[config.mk]
export PLATFORM = sky130hd
export DESIGN_NAME = prn_port
export DESIGN_NICKNAME = d
export VERILOG_FILES = /design/src/verilog/prn_port_pkg.sv /design/src/verilog/prn_pins_if.sv /design/src/verilog/prn_port.sv /design/src/verilog/prn_pin_sync.sv
export SDC_FILE = /design/constraint.sdc
export NUM_CORES = 1
export LEC_CHECK = 0
export CAP_MARGIN = 10
export CORE_UTILIZATION = 55
export CTS_BUF_LIST = sky130_fd_sc_hd__clkbuf_8
export DETAILED_ROUTE_END_ITERATION = 8
export DONT_BUFFER_PORTS = 1
export PLACE_DENSITY = 0.7
export SYNTH_ARGS = -nofsm -noshare
export SYNTH_HDL_FRONTEND = slang
export SYNTH_HIERARCHICAL = 1
export SYNTH_SLANG_ARGS = --single-unit
export TNS_END_PERCENT = 30
[constraint.sdc]
create_clock -name core_clk_i -period 3.5 [get_ports core_clk_i]
set_input_delay 0.7 -clock core_clk_i [delete_from_list [all_inputs] [get_ports core_clk_i]]
set_output_delay 0.7 -clock core_clk_i [all_outputs]
set_load 0.05 [all_outputs]
[src/verilog/prn_port_pkg.sv]
// Package with the printer port address map, field layout and resets
package prn_port_pkg;

  // I/O byte addresses of the three port registers
  localparam logic [9:0] DATA_ADDR   = 10'h3BC;
  localparam logic [9:0] STATUS_ADDR = 10'h3BD;
  localparam logic [9:0] CTRL_ADDR   = 10'h3BE;

  // Widths of the pin groups
  localparam int DATA_W   = 8;
  localparam int STATUS_W = 5;
  localparam int CTRL_W   = 4;

  // Field positions in the status and control read values
  localparam int STATUS_LSB    = 3;
  localparam int IRQ_EN_BIT    = 4;
  localparam int ACK_STAT_BIT  = 3;  // Index into the five status lines

  // Reset values
  localparam logic [7:0] DATA_RST    = 8'h00;
  localparam logic [3:0] CTRL_RST    = 4'hB;
  localparam logic       IRQ_EN_RST  = 1'b0;

  // Answer to a read of an unmapped address, like an idle bus
  localparam logic [7:0] UNMAPPED_RD = 8'hFF;

  // Address compare, used by both read and write decode
  function automatic logic addr_hit(input logic [9:0] addr,
                                    input logic [9:0] reg_addr);
    addr_hit = (addr == reg_addr);
  endfunction

endpackage

[src/verilog/prn_pins_if.sv]
// Interface carrying raw and synchronised printer pin levels
`timescale 1ns/1ps
interface prn_pins_if;
  logic [7:0] data_raw;
  logic [4:0] status_raw;
  logic [3:0] ctrl_raw;
  logic [7:0] data_sync;
  logic [4:0] status_sync;
  logic [3:0] ctrl_sync;

  modport sync (input  data_raw,
                input  status_raw,
                input  ctrl_raw,
                output data_sync,
                output status_sync,
                output ctrl_sync);

  modport core (output data_raw,
                output status_raw,
                output ctrl_raw,
                input  data_sync,
                input  status_sync,
                input  ctrl_sync);
endinterface

[src/verilog/prn_port.sv]
// Parallel printer port: data latch, status input and control latch
// Function
// Data read returns current data line levels
// Data read is latch ORed with external drive
// Printer must not drive data lines; the bench printer model drives them from de
// Status bits 7..3 are live input lines
// Control read: lines in 3..0, enable in 4
// Undriven control read equals last written value
// Control line read is latch OR external
// Reset: enable, bit2 clear; bits 3,1,0 set
// Interrupt request gated by control enable bit
// Interrupt request output is active high
// Writes load data byte and control bits 4..0
`timescale 1ns/1ps
module prn_port (
  input  wire logic       core_clk_i,
  input  wire logic       sys_rst_i,
  input  wire logic [9:0] io_addr_i,
  input  wire logic       io_rd_i,
  input  wire logic       io_wr_i,
  input  wire logic [7:0] io_wdata_i,
  output logic      [7:0] io_rdata_o,
  output logic            io_rvalid_o,
  output logic      [7:0] data_pins_o,
  input  wire logic [7:0] data_pins_i,
  input  wire logic [4:0] status_pins_i,
  output logic      [3:0] ctrl_pins_o,
  input  wire logic [3:0] ctrl_pins_i,
  output logic            irq_o
);

  prn_pins_if pins ();

  logic [7:0] data_q;
  logic [3:0] ctrl_q;
  logic       irq_en_q;
  logic [7:0] rdata_q;
  logic       rvalid_q;
  logic       irq_q;

  // Raw pin levels go through the synchronisers before use
  assign pins.data_raw   = data_pins_i;
  assign pins.status_raw = status_pins_i;
  assign pins.ctrl_raw   = ctrl_pins_i;

  prn_pin_sync u_sync (
    .core_clk_i (core_clk_i),
    .sys_rst_i  (sys_rst_i),
    .pins       (pins)
  );

  // Address decode
  wire sel_data   = prn_port_pkg::addr_hit(io_addr_i,
                                           prn_port_pkg::DATA_ADDR);
  wire sel_status = prn_port_pkg::addr_hit(io_addr_i,
                                           prn_port_pkg::STATUS_ADDR);
  wire sel_ctrl   = prn_port_pkg::addr_hit(io_addr_i,
                                           prn_port_pkg::CTRL_ADDR);
  wire wr_data    = io_wr_i & sel_data;
  wire wr_ctrl    = io_wr_i & sel_ctrl;

  // Line levels as the pins would show them, wired-OR style
  wire [7:0] data_level = data_q | pins.data_sync;
  wire [3:0] ctrl_level = ctrl_q | pins.ctrl_sync;

  // Read values per register; undefined status bits read zero
  wire [7:0] status_rd = {pins.status_sync, 3'h0};
  wire [7:0] ctrl_rd   = {3'h0, irq_en_q, ctrl_level};

  // Read data select; unmapped addresses answer like an idle bus
  wire [7:0] rd_mux = sel_data   ? data_level :
                      sel_status ? status_rd  :
                      sel_ctrl   ? ctrl_rd    :
                      prn_port_pkg::UNMAPPED_RD;

  // Interrupt source is the acknowledge status line
  wire ack_level = pins.status_sync[prn_port_pkg::ACK_STAT_BIT];
  wire irq_d     = irq_en_q & ack_level;

  // Data latch
  always_ff @(posedge core_clk_i or posedge sys_rst_i) begin
    if (sys_rst_i) begin
      data_q <= prn_port_pkg::DATA_RST;
    end else if (wr_data) begin
      data_q <= io_wdata_i;
    end
  end

  // Control latch and interrupt enable
  always_ff @(posedge core_clk_i or posedge sys_rst_i) begin
    if (sys_rst_i) begin
      ctrl_q   <= prn_port_pkg::CTRL_RST;
      irq_en_q <= prn_port_pkg::IRQ_EN_RST;
    end else if (wr_ctrl) begin
      ctrl_q   <= io_wdata_i[3:0];
      irq_en_q <= io_wdata_i[prn_port_pkg::IRQ_EN_BIT];
    end
  end

  // Read answer registered one cycle after the strobe
  always_ff @(posedge core_clk_i or posedge sys_rst_i) begin
    if (sys_rst_i) begin
      rdata_q  <= 8'h00;
      rvalid_q <= 1'b0;
    end else begin
      rvalid_q <= io_rd_i;
      if (io_rd_i) begin
        rdata_q <= rd_mux;
      end
    end
  end

  // Interrupt output, high while enabled and acknowledge is high
  always_ff @(posedge core_clk_i or posedge sys_rst_i) begin
    if (sys_rst_i) begin
      irq_q <= 1'b0;
    end else begin
      irq_q <= irq_d;
    end
  end

  // Outputs straight from flip-flops
  assign io_rdata_o  = rdata_q;
  assign io_rvalid_o = rvalid_q;
  assign data_pins_o = data_q;
  assign ctrl_pins_o = ctrl_q;
  assign irq_o       = irq_q;
endmodule

[src/verilog/prn_pin_sync.sv]
// Two-stage synchronisers for every printer pin input
`timescale 1ns/1ps
module prn_pin_sync (
  input  wire logic core_clk_i,
  input  wire logic sys_rst_i,
  prn_pins_if.sync  pins
);

  logic [16:0] meta_q;
  logic [16:0] sync_q;

  // First stage is read only by the second stage
  always_ff @(posedge core_clk_i or posedge sys_rst_i) begin
    if (sys_rst_i) begin
      meta_q <= 17'h00000;
      sync_q <= 17'h00000;
    end else begin
      meta_q <= {pins.ctrl_raw, pins.status_raw, pins.data_raw};
      sync_q <= meta_q;
    end
  end

  // Split the settled levels back into groups
  assign pins.data_sync   = sync_q[7:0];
  assign pins.status_sync = sync_q[12:8];
  assign pins.ctrl_sync   = sync_q[16:13];

endmodule

=== Word-level counts from Yosys, hierarchy flattened ===
Index checks and enable logic that the tools add are counted.

* Output and inout port bits: 22
* Register bits after elaboration: 57
* Bits of input ports: 39
* Word-level logic and storage cells: 19

* Mux-type cells: 3
* Equality and inequality tests: 3
* Bitwise operators: 5

{| class="wikitable"
|+ Operator list
! cell !! count
|-
| $eq 10x10->1 const B || 3
|-
| $mux 8 || 3
|-
| $or 8x8->8 || 1
|-
| $or 4x4->4 || 1
|-
| $and 1x1->1 || 3
|}

=== Depth between registers and ports, before layout ===
* Depth after elaboration: 4
* Depth in mapped cells: 4

=== Modules after synthesis ===
The synthesis kept the hierarchy.

{| class="wikitable"
|+ Modules (own cells, without submodules)
! module !! times used !! cells each !! seq. area each (um^2) !! area an instance (um^2)
|-
| prn_port || 1 || 86 || 579.3 || 1063.5
|-
| prn_pin_sync || 1 || 35 || 850.8 || 854.6
|}

=== Least setup slack after synthesis ===
OpenSTA, ideal clock, no wires.

* Path type: in2reg
* From: input port io_addr_i[6]
* To: register data_q[0], in the netlist data_pins_o[0]
* Arrival: 1491 ps
* Required time: 3375 ps
* Stages: 3
* Slack: 1885 ps
* Cells stage by stage: and4b_2 > nand4_4 > mux2_2

* Cells in the longest elaborated chain, start to end: 2

{| class="wikitable"
|+ Ends and longest elaborated chain
! element !! line !! source
|-
| start, declared || prn_port.sv:18 || <nowiki>input wire logic [9:0] io_addr_i,</nowiki>
|-
| $eq 10x10->1 || prn_port_pkg.sv:30 || <nowiki>addr_hit = (addr == reg_addr);</nowiki>
|-
| $and 1x1->1 || prn_port.sv:59 || <nowiki>wire wr_data = io_wr_i & sel_data;</nowiki>
|-
| end signal, assigned || prn_port.sv:83 || <nowiki>data_q <= prn_port_pkg::DATA_RST;</nowiki>
|-
| end signal, assigned || prn_port.sv:85 || <nowiki>data_q <= io_wdata_i;</nowiki>
|-
| end, declared || prn_port.sv:34 || <nowiki>logic [7:0] data_q;</nowiki>
|}

No other way between the ends.
A chain may end at the register's enable or synchronous reset.

=== Worst setup path after layout ===
* From: register ctrl_q[1], in the netlist ctrl_pins_o[1]
* To: output port ctrl_pins_o[1]

{| class="wikitable"
|+ RTL lines
! element !! line !! source
|-
| start, declared || prn_port.sv:35 || <nowiki>logic [3:0] ctrl_q;</nowiki>
|-
| start signal, assigned || prn_port.sv:92 || <nowiki>ctrl_q <= prn_port_pkg::CTRL_RST;</nowiki>
|-
| start signal, assigned || prn_port.sv:95 || <nowiki>ctrl_q <= io_wdata_i[3:0];</nowiki>
|-
| end, declared || prn_port.sv:27 || <nowiki>output logic [3:0] ctrl_pins_o,</nowiki>
|}

No word-level cell between the ends.

==> flow_summary.yaml <==
setup_path:
  r2r_end: "io_rdata_o[3]"
  critPathArrivalTime_ns: 1.02
  rr_startpoint: "data_pins_o[3]"
  cp-end-kind: "output port"
  rrSetupSlack_ns: 2.02
  reg2regPathDepth: 3
  start_kind: "flop"
  crit_type: "reg -> out"
  path_max_fanout: 3
  crit_required_ns: 2.80
sta:
  hold_violations: 0
  setup_tns_ns: 0
  rsz0062_at_grt: "no"
  period_minus_slack_ns: 1.72
  max_slew_margin_pct: 41.6
  clock-skew-final_ns: 0.00641
  whs_ns: 0.226
  max_freq_ghz: 0.581
  setup_violations: 0
  worst_pin_slew_ns: 0.875
  maxSlewViolCount: 0
  period_share_pct: 49.2
pwr:
  finalPower_mw: 1.34
  p_int_mw: 1.07
  power_density_nw_per_um2: 617
  combPwrFrac_pct: 2.1
  sw_frac_of_total_pct: 20.1
  vdd.ir_drop.worst_uv: 397
  power_frac_clock_pct: 45.6
  switching_power_mw: 0.269
  leakagePower_nw: 0.968
  seqPwrFrac_pct: 52.3
cells_and_area:
  nets: 169
  syn2layout_area_growth_pct: 13.4
  num_antenna_cells: 0
  drive_above_1_share_pct: 27.4
synthesis:
  synth.area.top_cells: "dfrtp_1 70%, mux2_2 7.6%, dfstp_2 4.1%, nand4_4 2.2%, nor2_1 2.0%"
  ys_ff_latch: 57
  synth_nets: 160
  syn_area_per_cell_um2: 15.9
  yosysWarnings: 6
  synth_area_um2: 1920
  synth.distinct_cells: 26
  synthCells: 121
  yosysSeqAreaShare_pct: 74.6
  synth_area_leader_cell: "dfrtp_1"
  synth_top_cell_area_share_pct: 70.5
floorplanning:
  row_count: 21
  die_h_um: 61.1
  ios: 61
  die_width_um: 61.1
  core_area_um2: 3340
  initial_utilization_pct: 57.5
  die_area_um2: 3730
routing:
  drc: 0
  routed_wl_um: 3330
  first_pass_iters: 4
  first_iter_violations: 53
  routed_via_density: 5.57
  ant_nets: 0
  routedWlPerCell_um: 18.4
  num_vias: 1009
cts:
  cts_max_level: 3
  cts-root-buf: "clkbuf_8"
  clock_sinks: 57
  clockBufferDepth: 2
  insertion_delay_ns: 0.32
  cts_tree: "yes"
  clkTransAtPathRegs_ns: 0.06
  cts-resized-gates: 0
  cts_setup_buffers: 0
  cts_hold_buffers: 0
  numCtsBuffers: 9
placement:
  gp_congestion: 0.722
  hpwl_um: 2260
  io_buffers: 0
job:
  max_cap_viol_count: 0
global_routing:
  grt_max_degree: 27
  grt_overflow: 0
  track_usage_pct: 20.4
  antenna_found_initial: 0
  first_global_vias: 1046
  grt_pass1_wl_um: 4990
min_path:
  hold_class: "in -> async"
status:
  run_status: "completed"
[flip-flops by register name, summed over array words and instances (netlist names)]
register       count
ctrl_pins_o        4
io_rvalid_o        1
u_sync/meta_q     17
io_rdata_o         8
irq_o              1
irq_en_q           1
u_sync/sync_q     17
data_pins_o        8
[cells by family after synthesis]
logic type / share of synthesized area [%]
multiplexers: 7.63
AO/OA/AOI/OAI: 6.78
flip-flops: 74.6
buffers and inverters: 1.24
AND/OR/NAND/NOR: 9.79
[worst max-delay path by stage]
stage,start,endpoint,slack (ns),cells past startpoint
floorplan,io_addr_i[6],data_pins_o[0],1.88,3
global placement,io_addr_i[6],data_pins_o[3],1.81,3
detailed placement,io_addr_i[8],data_pins_o[3],1.77,3
CTS,ctrl_pins_o[0],ctrl_pins_o[0],1.76,0
global route,ctrl_pins_o[1],ctrl_pins_o[1],1.75,0
finish,ctrl_pins_o[1],ctrl_pins_o[1],1.78,0
[power groups by stage]
stage	Sequential, mW	Clock (mW)	Combinational [mW]
global route	0.703	0.651	0.0333
finish	0.701	0.612	0.0286
floorplan	0.710	0	0.0275
detailed placement	0.713	0	0.0296
CTS	0.702	0.623	0.0298
global placement	0.712	0	0.0284
[synthesized netlist by cell type]
| cell type | instances |
|---|---|
| a31oi_1 | 5 |
| a41oi_1 | 3 |
| and2_1 | 1 |
| and2_2 | 1 |
| and2b_1 | 1 |
| and3_2 | 1 |
| and4_1 | 1 |
| and4b_2 | 1 |
| buf_4 | 1 |
| clkbuf_1 | 1 |
| clkbuf_2 | 1 |
| dfrtp_1 | 54 |
| dfstp_2 | 3 |
| inv_1 | 2 |
| mux2_2 | 13 |
| nand2b_1 | 1 |
| nand4_4 | 2 |
| nor2_1 | 10 |
| nor2_2 | 1 |
| o211ai_1 | 2 |
| o21ai_0 | 7 |
| o31ai_1 | 3 |
| or3_1 | 2 |
| or3b_1 | 1 |
| or4_1 | 2 |
| or4b_1 | 1 |
[metal layers]
layer  track usage [%]  wire length (um)  vias to the layer above
li1                  -                 -                      452
met4              9.74                36                        0
met5                 0                 0                        -
met3              8.40               284                        6
met1              24.5              1280                      504
met2              32.1              1730                       47
[cells in the final DEF (no fill, tap or decap), types with 2 or more instances in the layout]
cell / n
dfrtp_1: 54
mux2_2: 13
clkbuf_8: 12
nor2_1: 10
o21ai_0: 7
a31oi_1: 5
inv_1: 4
o31ai_1: 3
a41oi_1: 3
dfstp_2: 3
nand4_4: 2
or3_1: 2
or4_1: 2
o211ai_1: 2
[through the flow]
| step | instances | worst slack (ns) | util (%) | cell area [um2] |
|---|---|---|---|---|
| 2_1_floorplan | 121 | 1.88 | - | 1920 |
| 3_3_place_gp | 165 | 1.81 | 58.9 | 1970 |
| 3_5_place_dp | 165 | 1.77 | 58.9 | 1970 |
| 4_1_cts | 181 | 1.76 | 65.2 | 2170 |
| 5_1_grt | 181 | 1.75 | 65.2 | 2170 |
| 6_report | 181 | 1.78 | 65.2 | 2170 |
[final cells by class]
cell class / count / area (um2)
clock buffers: 12 / 165
clock inverters: 4 / 42.5
fillers: 248 / 1160
inverters: 2 / 7.51
multi-input cells: 59 / 464
flip-flops and latches: 57 / 1430
well taps: 46 / 57.6
repair buffers: 1 / 7.51
(Power assumes the default switching activity.)
